### config.mk
export PLATFORM = sky130hd
export DESIGN_NAME = lpd_print_path
export DESIGN_NICKNAME = d
export VERILOG_FILES = /design/src/hdl/lpd_pkg.sv /design/src/hdl/lpd_xlate_ram.sv /design/src/hdl/lpd_print_path.sv
export SDC_FILE = /design/constraint.sdc
export NUM_CORES = 2
export LEC_CHECK = 0
export BUFFER_PORTS_ARGS = -buffer_cell sky130_fd_sc_hd__buf_2
export CORE_AREA = 3 3 551 553
export CTS_CLUSTER_SIZE = 24
export DETAILED_ROUTE_END_ITERATION = 7
export DIE_AREA = 0 0 554 556
export PLACE_DENSITY_LB_ADDON = 0.3
export SYNTH_ARGS = -nofsm -noshare
export SYNTH_HDL_FRONTEND = slang
export SYNTH_SLANG_ARGS = --single-unit
### constraint.sdc
create_clock -name core_clk -period 7.15 [get_ports core_clk]
set_input_delay 1.43 -clock core_clk [delete_from_list [all_inputs] [get_ports core_clk]]
set_output_delay 1.43 -clock core_clk [all_outputs]
set_load 0.01 [all_outputs]
### src/hdl/lpd_pkg.sv
package lpd_pkg;

  // ************************************************************
  // register byte offsets on APB
  // ************************************************************
  localparam logic [7:0] OFS_CTRL_A   = 8'h00;  // control_status_a
  localparam logic [7:0] OFS_CTRL_B   = 8'h04;  // control_status_b
  localparam logic [7:0] OFS_BUS_ADDR = 8'h08;
  localparam logic [7:0] OFS_BYTE_CNT = 8'h0C;
  localparam logic [7:0] OFS_PAGE_CNT = 8'h10;
  localparam logic [7:0] OFS_RAM_DATA = 8'h14;
  localparam logic [7:0] OFS_COL_CHAR = 8'h18;  // column [15:8], char buffer [7:0]
  localparam logic [7:0] OFS_SUM_PRN  = 8'h1C;  // checksum [15:8], printer data [7:0]

  // ************************************************************
  // control_status_a fields
  // ************************************************************
  localparam int CA_GO       = 0;
  localparam int CA_PARENB   = 1;
  localparam int CA_TEST     = 2;
  localparam int CA_VFLOAD   = 3;
  localparam int CA_ADRHI    = 4;   // two bits
  localparam int CA_INTENB   = 6;
  localparam int CA_DONE     = 7;
  localparam int CA_LOINIT   = 8;
  localparam int CA_RSTERR   = 9;
  localparam int CA_ONLINE   = 11;
  localparam int CA_UNDCHAR  = 13;
  localparam int CA_PAGEZERO = 14;
  localparam int CA_ERROR    = 15;

  // ************************************************************
  // control_status_b fields
  // ************************************************************
  localparam int CB_PAGESTEP  = 0;
  localparam int CB_DEMERR    = 1;
  localparam int CB_FORCEDERR = 2;
  localparam int CB_TESTTYPE  = 8;  // three bits
  localparam int CB_PARITY    = 12;
  localparam int CB_VALID     = 15;
  localparam logic [2:0] TT_NONE     = 3'h0;
  localparam logic [2:0] TT_PAGESTEP = 3'h6;
  localparam logic [2:0] TT_UNUSED   = 3'h7;

  // ************************************************************
  // mode bits {format load, test}
  // ************************************************************
  localparam logic [1:0] MODE_PRINT   = 2'h0;
  localparam logic [1:0] MODE_TEST    = 2'h1;
  localparam logic [1:0] MODE_VFLOAD  = 2'h2;
  localparam logic [1:0] MODE_RAMLOAD = 2'h3;

  // ************************************************************
  // translation word, sizes, timing
  // ************************************************************
  localparam int         RAM_W        = 12;
  localparam int         RAM_DEPTH    = 256;
  localparam int         RB_PRINTCMD  = 8;
  localparam int         RB_XLATE     = 9;
  localparam int         RB_UNDEF     = 11;
  localparam int         CNT_W        = 12;
  localparam logic [7:0] COL_LAST     = 8'h83;  // column 131
  localparam logic [7:0] SPACE_CODE   = 8'h20;
  localparam logic [7:0] DEL_CODE     = 8'h7F;
  localparam int         CLK_PERIOD_NS  = 4;
  localparam int         DEM_TIMEOUT_NS = 10000;
  localparam int         DEM_TIMEOUT_CYC = DEM_TIMEOUT_NS / CLK_PERIOD_NS;
  localparam logic [15:0] RST_WORD    = 16'h0000;

  typedef enum logic [2:0] {
    ST_IDLE, ST_REQ, ST_READ, ST_LATCH, ST_XLATE, ST_STEP, ST_STROBE, ST_WAITDEM
  } lpd_state_t;

endpackage

### src/hdl/lpd_xlate_ram.sv
`timescale 1ns/10ps
module lpd_xlate_ram #(
  parameter int WIDTH = 12,
  parameter int DEPTH = 256
) (
  input  wire logic                     core_clk,
  input  wire logic                     nrst,
  input  wire logic                     wrEn,
  input  wire logic [$clog2(DEPTH)-1:0] wrIndex,
  input  wire logic [WIDTH-1:0]         wrData,
  input  wire logic [$clog2(DEPTH)-1:0] rdIndex,
  output logic      [WIDTH-1:0]         rdData
);

  typedef struct packed {
    logic [DEPTH-1:0][WIDTH-1:0] mem;
  } lpd_ram_state_t;

  lpd_ram_state_t s;
  lpd_ram_state_t next_s;

  always_comb begin
    next_s = s;
    if (wrEn) begin
      next_s.mem[wrIndex] = wrData;
    end
  end

  always_ff @(posedge core_clk or negedge nrst) begin
    if (!nrst) begin
      s <= '0;
    end else begin
      s <= next_s;
    end
  end

  // read is combinational so the lookup follows the address register at once
  assign rdData = s.mem[rdIndex];

endmodule

### src/hdl/lpd_print_path.sv
`timescale 1ns/10ps
module lpd_print_path
  import lpd_pkg::*;
(
  input  wire logic        core_clk,
  input  wire logic        nrst,
  // APB slave
  input  wire logic        psel,
  input  wire logic        penable,
  input  wire logic        pwrite,
  input  wire logic [7:0]  paddr,
  input  wire logic [31:0] pwdata,
  output logic      [31:0] prdata,
  output logic             pready,
  output logic             pslverr,
  // host bus DMA master
  output logic             dmaBusRequest,
  input  wire logic        busGrant,
  output logic             busBusy,
  output logic             busReadTransfer,
  output logic      [17:0] memAddr,
  input  wire logic        memAck,
  input  wire logic [15:0] memData,
  output logic             level4InterruptRequest,
  // printer port
  input  wire logic        printerDemand,
  input  wire logic        printerTopOfForm,
  input  wire logic        printerOnLine,
  output logic      [7:0]  printerData,
  output logic             printerParity,
  output logic             printerStrobe
);

  typedef struct packed {
    lpd_state_t       st;
    logic             go;
    logic             parEn;
    logic             testMode;
    logic             vfLoad;
    logic             intEn;
    logic [1:0]       adrHi;
    logic             done;
    logic             pageZero;
    logic             undChar;
    logic             demErr;
    logic             forcedErr;
    logic [2:0]       testType;
    logic             validToggle;
    logic [15:0]      busAddr;
    logic [CNT_W-1:0] byteCnt;
    logic [CNT_W-1:0] pageCnt;
    logic [7:0]       colCnt;
    logic [7:0]       charBuf;
    logic [7:0]       ramAddr;
    logic [7:0]       checksum;
    logic             printCmd;
    logic             strobeFf;
    logic [11:0]      timer;
    logic             tofPrev;
    logic [7:0]       prnData;
    logic             prnParity;
    logic             prnStrobe;
    logic             dmaReq;
    logic             busy;
    logic             busRead;
    logic [17:0]      memAddr;
    logic             irq;
    logic [31:0]      prdata;
    logic             pready;
    logic             pslverr;
  } lpd_core_state_t;

  localparam logic [11:0] TIMEOUT_LOAD = 12'(DEM_TIMEOUT_CYC);

  lpd_core_state_t s;
  lpd_core_state_t next_s;
  logic [RAM_W-1:0] ramQ;
  logic             ramWe;
  logic             apbWr;
  logic             errBefore;

  lpd_xlate_ram #(
    .WIDTH (RAM_W),
    .DEPTH (RAM_DEPTH)
  ) u_xlate_ram (
    .core_clk (core_clk),
    .nrst     (nrst),
    .wrEn     (ramWe),
    .wrIndex  (s.ramAddr),
    .wrData   (pwdata[RAM_W-1:0]),
    .rdIndex  (s.ramAddr),
    .rdData   (ramQ)
  );

  // a write takes effect at the edge where pready is seen high
  assign apbWr = psel & penable & s.pready & pwrite;
  assign ramWe = apbWr & (paddr == OFS_RAM_DATA);

  always_comb begin
    logic [1:0]  mode;
    logic        demandIn;
    logic        pageDec;
    logic        mapped;
    logic [7:0]  outChar;
    logic [15:0] ctrlA;
    logic [15:0] ctrlB;
    logic [16:0] addrSum;
    mode      = {s.vfLoad, s.testMode};
    demandIn  = 1'b0;
    pageDec   = 1'b0;
    mapped    = 1'b0;
    outChar   = 8'h00;
    ctrlA     = RST_WORD;
    ctrlB     = RST_WORD;
    addrSum   = 17'h00000;
    next_s    = s;
    errBefore = s.demErr | s.forcedErr;

    // ************************************************************
    // APB slave: one wait state, reads captured with pready
    // ************************************************************
    ctrlA[CA_GO]        = s.go;
    ctrlA[CA_PARENB]    = s.parEn;
    ctrlA[CA_TEST]      = s.testMode;
    ctrlA[CA_VFLOAD]    = s.vfLoad;
    ctrlA[CA_ADRHI+:2]  = s.adrHi;
    ctrlA[CA_INTENB]    = s.intEn;
    ctrlA[CA_DONE]      = s.done;
    ctrlA[CA_ONLINE]    = printerOnLine;
    ctrlA[CA_UNDCHAR]   = s.undChar;
    ctrlA[CA_PAGEZERO]  = s.pageZero;
    ctrlA[CA_ERROR]     = errBefore;
    ctrlB[CB_DEMERR]    = s.demErr;
    ctrlB[CB_FORCEDERR] = s.forcedErr;
    ctrlB[CB_TESTTYPE+:3] = s.testType;
    ctrlB[CB_PARITY]    = s.prnParity;
    ctrlB[CB_VALID]     = s.validToggle;

    next_s.pready = psel & penable & ~s.pready;
    next_s.prdata = 32'h00000000;
    unique case (paddr)
      OFS_CTRL_A:   begin next_s.prdata[15:0] = ctrlA; mapped = 1'b1; end
      OFS_CTRL_B:   begin next_s.prdata[15:0] = ctrlB; mapped = 1'b1; end
      OFS_BUS_ADDR: begin next_s.prdata[15:0] = s.busAddr; mapped = 1'b1; end
      OFS_BYTE_CNT: begin next_s.prdata[CNT_W-1:0] = s.byteCnt; mapped = 1'b1; end
      OFS_PAGE_CNT: begin next_s.prdata[CNT_W-1:0] = s.pageCnt; mapped = 1'b1; end
      OFS_RAM_DATA: begin next_s.prdata[RAM_W-1:0] = ramQ; mapped = 1'b1; end
      OFS_COL_CHAR: begin next_s.prdata[15:0] = {s.colCnt, s.charBuf}; mapped = 1'b1; end
      OFS_SUM_PRN:  begin next_s.prdata[15:0] = {s.checksum, s.prnData}; mapped = 1'b1; end
      default:      begin mapped = 1'b0; end
    endcase
    if (!(psel & penable & ~s.pready) || pwrite) begin
      next_s.prdata = 32'h00000000;
    end
    next_s.pslverr = psel & penable & ~s.pready & ~mapped;

    if (apbWr) begin
      unique case (paddr)
        OFS_CTRL_A: begin
          next_s.irq = 1'b0;
          if (pwdata[CA_LOINIT]) begin
            next_s.go        = 1'b0;
            next_s.parEn     = 1'b0;
            next_s.testMode  = 1'b0;
            next_s.vfLoad    = 1'b0;
            next_s.intEn     = 1'b0;
            next_s.pageZero  = 1'b0;
            next_s.undChar   = 1'b0;
            next_s.demErr    = 1'b0;
            next_s.forcedErr = 1'b0;
            next_s.testType  = TT_NONE;
            next_s.colCnt    = 8'h00;
            next_s.busAddr   = 16'h0000;
            next_s.byteCnt   = '0;
            next_s.done      = printerOnLine;
          end else if (pwdata[CA_RSTERR]) begin
            next_s.demErr    = 1'b0;
            next_s.forcedErr = 1'b0;
            next_s.go        = 1'b0;
            next_s.done      = s.done | s.testMode | printerOnLine;
          end else begin
            next_s.go       = pwdata[CA_GO];
            next_s.parEn    = pwdata[CA_PARENB];
            next_s.testMode = pwdata[CA_TEST];
            next_s.vfLoad   = pwdata[CA_VFLOAD];
            next_s.adrHi    = pwdata[CA_ADRHI+:2];
            next_s.intEn    = pwdata[CA_INTENB];
            if (pwdata[CA_GO] && !s.go) begin
              next_s.checksum = 8'h00;
            end
          end
        end
        OFS_CTRL_B: begin
          next_s.testType = pwdata[CB_TESTTYPE+:3];
          if (pwdata[CB_TESTTYPE+:3] == TT_PAGESTEP) begin
            pageDec = pwdata[CB_PAGESTEP];
          end else if (pwdata[CB_TESTTYPE+:3] != TT_NONE
                       && pwdata[CB_TESTTYPE+:3] != TT_UNUSED) begin
            next_s.forcedErr = 1'b1;
            next_s.go        = 1'b0;
          end
        end
        OFS_BUS_ADDR: next_s.busAddr = pwdata[15:0];
        OFS_BYTE_CNT: begin
          next_s.byteCnt = pwdata[CNT_W-1:0];
          next_s.done    = 1'b0;
        end
        OFS_PAGE_CNT: next_s.pageCnt = pwdata[CNT_W-1:0];
        OFS_COL_CHAR: begin
          next_s.colCnt  = pwdata[15:8];
          next_s.charBuf = pwdata[7:0];
          next_s.ramAddr = pwdata[7:0];
        end
        default: begin
          next_s.pslverr = 1'b0;
        end
      endcase
    end

    // ************************************************************
    // page counter
    // ************************************************************
    next_s.tofPrev = printerTopOfForm;
    if (printerTopOfForm && !s.tofPrev && !s.testMode) begin
      pageDec = 1'b1;
    end
    if (pageDec) begin
      next_s.pageCnt = next_s.pageCnt - 12'h001;
      if (next_s.pageCnt == '0) begin
        next_s.pageZero = 1'b1;
        next_s.go       = 1'b0;
      end
    end

    // ************************************************************
    // DMA fetch, translate and strobe sequence
    // ************************************************************
    // test mode answers its own strobe, so no printer is needed
    demandIn = s.testMode ? ~s.strobeFf : printerDemand;
    unique case (s.st)
      ST_IDLE: begin
        // translation-RAM load is handled elsewhere; this path only serves the other modes
        if (next_s.go && demandIn && !s.strobeFf && mode != MODE_RAMLOAD) begin
          next_s.dmaReq = 1'b1;
          next_s.st     = ST_REQ;
        end
      end
      ST_REQ: begin
        if (busGrant) begin
          next_s.dmaReq  = 1'b0;
          next_s.busy    = 1'b1;
          next_s.busRead = 1'b1;
          next_s.memAddr = {s.adrHi, s.busAddr};
          next_s.st      = ST_READ;
        end
      end
      ST_READ: begin
        if (memAck) begin
          next_s.busRead = 1'b0;
          next_s.charBuf = s.busAddr[0] ? memData[15:8] : memData[7:0];
          next_s.st      = ST_LATCH;
        end
      end
      ST_LATCH: begin
        next_s.checksum = s.checksum + s.charBuf;
        next_s.ramAddr  = s.charBuf;
        next_s.st       = ST_XLATE;
      end
      ST_XLATE: begin
        // format load disables the RAM control bits entirely
        outChar = s.ramAddr;
        next_s.printCmd = 1'b0;
        if (mode != MODE_VFLOAD) begin
          if (ramQ[RB_XLATE]) begin
            outChar = ramQ[7:0];
          end
          if (ramQ[RB_UNDEF]) begin
            next_s.undChar = 1'b1;
            next_s.go      = 1'b0;
          end
          next_s.printCmd = ramQ[RB_PRINTCMD];
          if (!ramQ[RB_PRINTCMD]) begin
            if (outChar < SPACE_CODE || outChar == DEL_CODE) begin
              outChar = SPACE_CODE;
            end
            // wraps after the last column as the printer forces a new line
            next_s.colCnt = (s.colCnt == COL_LAST) ? 8'h00 : s.colCnt + 8'h01;
          end
        end
        next_s.prnData   = outChar;
        next_s.prnParity = ~^outChar;
        next_s.st        = ST_STEP;
      end
      ST_STEP: begin
        addrSum        = {1'b0, s.busAddr} + 17'h00001;
        next_s.busAddr = addrSum[15:0];
        next_s.adrHi   = s.adrHi + {1'b0, addrSum[16]};
        next_s.byteCnt = s.byteCnt + 12'h001;
        next_s.busy    = 1'b0;
        if (s.byteCnt == {CNT_W{1'b1}}) begin
          next_s.done = 1'b1;
          next_s.go   = 1'b0;
        end
        next_s.st = s.undChar ? ST_IDLE : ST_STROBE;
      end
      ST_STROBE: begin
        next_s.strobeFf    = 1'b1;
        next_s.prnStrobe   = ~s.testMode;
        next_s.validToggle = ~s.validToggle;
        next_s.timer       = TIMEOUT_LOAD;
        next_s.st          = ST_WAITDEM;
      end
      ST_WAITDEM: begin
        if (!demandIn) begin
          next_s.strobeFf  = 1'b0;
          next_s.prnStrobe = 1'b0;
          if (s.printCmd) begin
            next_s.colCnt = 8'h00;
          end
          next_s.st = ST_IDLE;
        end else if (s.timer == 12'h001) begin
          next_s.strobeFf  = 1'b0;
          next_s.prnStrobe = 1'b0;
          next_s.demErr    = 1'b1;
          next_s.go        = 1'b0;
          next_s.st        = ST_IDLE;
        end else begin
          next_s.timer = s.timer - 12'h001;
        end
      end
    endcase

    // ************************************************************
    // level-4 request on rising flags
    // ************************************************************
    // set after the clear above, so an event in the clearing write survives
    if (s.intEn && (((next_s.demErr | next_s.forcedErr) && !errBefore)
        || (next_s.pageZero && !s.pageZero) || (next_s.undChar && !s.undChar)
        || (s.st == ST_STEP && s.byteCnt == {CNT_W{1'b1}}))) begin
      next_s.irq = 1'b1;
    end
  end

  always_ff @(posedge core_clk or negedge nrst) begin
    if (!nrst) begin
      s    <= '0;
      s.st <= ST_IDLE;
    end else begin
      s <= next_s;
    end
  end

  assign prdata                 = s.prdata;
  assign pready                 = s.pready;
  assign pslverr                = s.pslverr;
  assign dmaBusRequest          = s.dmaReq;
  assign busBusy                = s.busy;
  assign busReadTransfer        = s.busRead;
  assign memAddr                = s.memAddr;
  assign level4InterruptRequest = s.irq;
  assign printerData            = s.prnData;
  assign printerParity          = s.prnParity;
  assign printerStrobe          = s.prnStrobe;

endmodule

==> impl_summary.md <==
Drt
For this run, design rule violations remaining after detail routing come to 0. The detailed-routing wirelength on met1 is 178 mm. The length of routed met2 wiring is 197 mm. The total vias in the final route is 90300. The first TritonRoute pass finished after 7 iterations. After detailed routing, the met3 layer carries 34.1 mm of wire.

The count of routing violations after the opening detailed-route iteration is 8604. The routed wirelength normalized by instance count is 30.4 um. In the routed layout, each cell is associated on average with a via count of 6.38.

The final layout contains routed wiring with a total length of 430 mm. The number of nets with antenna violations after detailed routing is 0. The topmost layer with routed signal wires is met5.

Die
The starting density of the core is 0.499. The row count is 201. The height of the chip is 556 um.

For this design the top-level I/O count stands at 132. The total die area is 0.308 mm2. The region available for standard cell placement spans 0.299 mm2.

The die width is 554 um.

Setup path
The endpoint required time on the critical path is 7890 ps. The setup check on the worst reg-to-reg path leaves a slack of 980 ps. In this run the worst setup path terminates at printerParity. The type of the worst setup path is reg -> reg. The endpoint identified for the worst register-to-register timing path is printerParity. The launching point of the worst reg2reg path is s[89].

The data arrival time at the worst-slack endpoint is 6900 ps. The beginning of the critical path is s[89]. The kind of end point of the critical path is a flop.

The worst register-to-register path has a depth of 14. The sort of element at the start of the critical path is a flop. The largest fanout on the critical path is 26.

STA
The number of slew-limit violations in the final report is 0. The minimum period implied by the final worst setup slack is 6170 ps. For the pin with the worst max-slew slack, the measured transition is 1330 ps.

The highest achievable clock rate is 162 MHz. Setup repair after global routing left no endpoint under its margin. The number of hold-slack violations in the final timing report was 0.

Of the available clock period, the critical path in the final layout requires 0.863. The slack of the critical path is 983 ps. The worst pin sits at a relative slew slack of 0.101. Setup total negative slack on the finished layout was measured at 0 ps. Across the routed clock network, the largest skew measured is 56.9 ps.

The final-report setup violation count is 0.

Global route
The via count of the first global-routing pass is 94900. After global routing the overflow that remains totals 0. The number of antenna violations at the first check in global routing came to 15. In the global route stage, overall resource usage came out at 0.277. The global-route wire length before repair is 640 mm. The maximum number of pins on one net before global-route repair is 201.

Logic synthesis
The most used flip-flop cell after synthesis is dfrtp_1. Counting flops and latches in the post-synthesis netlist gives 3228. The leading cell type by number of instances after synthesis is dfrtp_1.

Yosys printed 0 warnings. The mean cell area of the mapped netlist is 15.0 um2. Ranked by instance count, the synthesized netlist is headed by dfrtp_1, mux2_2, mux4_2. The top cell type by total area after synthesis is dfrtp_1. The share of synthesized area in the top cell type comes to 0.541. The share of synthesized area occupied by flip-flops and latches is 0.541. In this run, synthesis inferred 0 flip-flops with an integrated enable. The cell count after synthesis is 9955. Sorting the synthesized cells by area gives the leading types as dfrtp_1, mux2_2, mux4_2. The proportion of synthesized flip-flops having asynchronous set or reset is 1.00.

The number of distinct library cell variants in the gate-level netlist after synthesis is 87. The post-synthesis instance area is 0.149 mm2.

Clock tree
CTS saw 3228 sinks. The clock passes through at most 4 buffers. The insertion delay to the later sink of the worst-skew pair is 900 ps.

The clock tree synthesis step divided the H-tree into 5 levels. In this run, post-CTS repair resized a total of 0 instances. The clock tree from TritonCTS is done. The buffer type at the clock tree root is clkbuf_16.

After clock tree synthesis, the flow added hold-fix buffers numbering 0. The number of buffers added by the clock tree synthesis step is 340. After clock tree synthesis, the clock-pin slew on the worst setup and hold paths is 60 ps. The number of buffers inserted by post-CTS setup repair is 0.

Power and ir drop
The power density over the cells is 224 mW/mm2. The share of total power dissipated in sequential elements is 0.495. Of the total power, combinational logic draws 0.031. Summed over all nets, the switching power comes to 0.00833 W. The leakage power is 80.6 nW. Cell internal power was estimated by the tool at 0.0289 W. Of the total power, the clock network draws 0.475. The peak supply drop is 0.186 mV. Of the total power, the share spent switching nets is 0.224.

Cells and area
The summed area of non-filler cells in the final layout is 0.166 mm2. In the final design database the tool counted 10000 nets. The count of non-filler cells in the finished layout is 14200.

After filler insertion, the fill cell instance count of the layout stands at 23200. The final standard cell utilization of the core is 0.555. In the final layout, the share of cells above drive strength 1 is 0.501. From synthesis to final layout, the design area changed by 11.2%.

Place
The placed instances occupy a cell area of 0.155 mm2. The global placement routability congestion is 0.940. In this run, placement finished with an instance count of 13600.

After legalization and detailed placement, the total HPWL measured 276 mm. During placement, the flow inserted port buffers numbering 99. The setup slack after placement is 1080 ps.

Run status
The run finished with clean final reports.

Flow run
The max-capacitance violation count is 0.

Worst hold path
The worst hold path belongs to the class in -> async.
metal layers:
layer  track usage  vias to the layer above
met3        0.0616                      912
met5             0                        -
li1              -                    36700
met2         0.426                     3475
met4         0.123                       10
met1         0.381                    49200
placed cells by master (no fill, tap or decap), types with 16 or more instances in the layout:
cell type	n
dfrtp_1	3222
mux2_2	3108
mux4_2	768
buf_4	506
clkbuf_16	348
nor2_1	345
a22oi_1	261
nand2_1	209
a21oi_1	172
mux2i_1	163
clkbuf_8	101
buf_2	86
clkbuf_1	80
o21ai_0	78
nand3_1	59
buf_12	50
clkinv_2	46
nor3_1	41
a22o_1	25
and2_1	24
o22ai_1	23
xor2_1	23
nand4_1	22
a31oi_1	21
o41ai_1	20
a211oi_1	20
inv_1	19
and3_1	19
nand2_2	17
xnor2_1	16
conb_1	16
flip-flops by register name, summed over array words and instances, names as in the netlist, 8 cells and up:
signal         flops
u_xlate_ram.s   3072
s                106
memAddr           18
prdata            16
printerData        8
how the worst min path moves through the flow:
stage / start / to / slack (ps)
floorplan: s[153] / s[153] / 450
global placement: busBusy / busBusy / 470
detailed placement: busBusy / busBusy / 480
CTS: nrst / u_xlate_ram.s[628] / 470
global route: nrst / u_xlate_ram.s[605] / 510
finish: nrst / u_xlate_ram.s[605] / 490
stage by stage:
| stage | hold slack (ps) | power [W] |
|---|---|---|
| 3_3_place_gp | 468 | 0.0198 |
| 5_1_grt | 510 | 0.0384 |
| 2_1_floorplan | 447 | 0.0192 |
| 3_5_place_dp | 476 | 0.0199 |
| 4_1_cts | 468 | 0.0375 |
| 6_report | 489 | 0.0372 |
power groups by stage:
stage	sequential [W]	clock [W]	combinational, W
global placement	0.0187	0	0.00110
detailed placement	0.0187	0	0.00115
finish	0.0184	0.0177	0.00114
CTS	0.0184	0.0180	0.00115
global route	0.0184	0.0187	0.00126
floorplan	0.0187	0	0.000490
area by class of cell:
class / count / area, um2 / share of cell area
multi-input combinational: 5690 / 63600 / 0.383
clock buffer: 522 / 10300 / 0.0621
timing repair buffer: 654 / 5400 / 0.0325
tap: 3958 / 4950 / 0.0298
inverter: 21 / 78.8 / 0.000475
antenna: 11 / 27.5 / 0.000166
clock inverter: 77 / 821 / 0.00495
sequential: 3228 / 80800 / 0.487
critical path, cell delays in order, from the launching register on:
cell and delay, ps:
dfrtp_4 1000, buf_4 430, buf_4 320, mux4_2 530
a22oi_1 310, a21oi_1 220, o41ai_2 1060, nand4_1 490
and4_1 390, a31oi_1 170, nor2b_1 140, o32a_1 230
xnor3_1 390, xnor2_1 180, o21ai_1 70
logic make-up (layout without fill, tap and decap cells):
family | Yosys count | in the layout | share of synthesized area
buffers and inverters | 1052 | 1274 | 0.0340
flip-flops | 3228 | 3228 | 0.541
multiplexers | 4043 | 4043 | 0.362
AO/OA/AOI/OAI | 742 | 742 | 0.0342
other | 1 | 27 | 0.0000251
AND/OR/NAND/NOR | 834 | 834 | 0.0250
adder cells (fa/ha/maj) | 15 | 15 | 0.00131
XOR/XNOR | 40 | 40 | 0.00244
(Power assumes the default switching activity.)
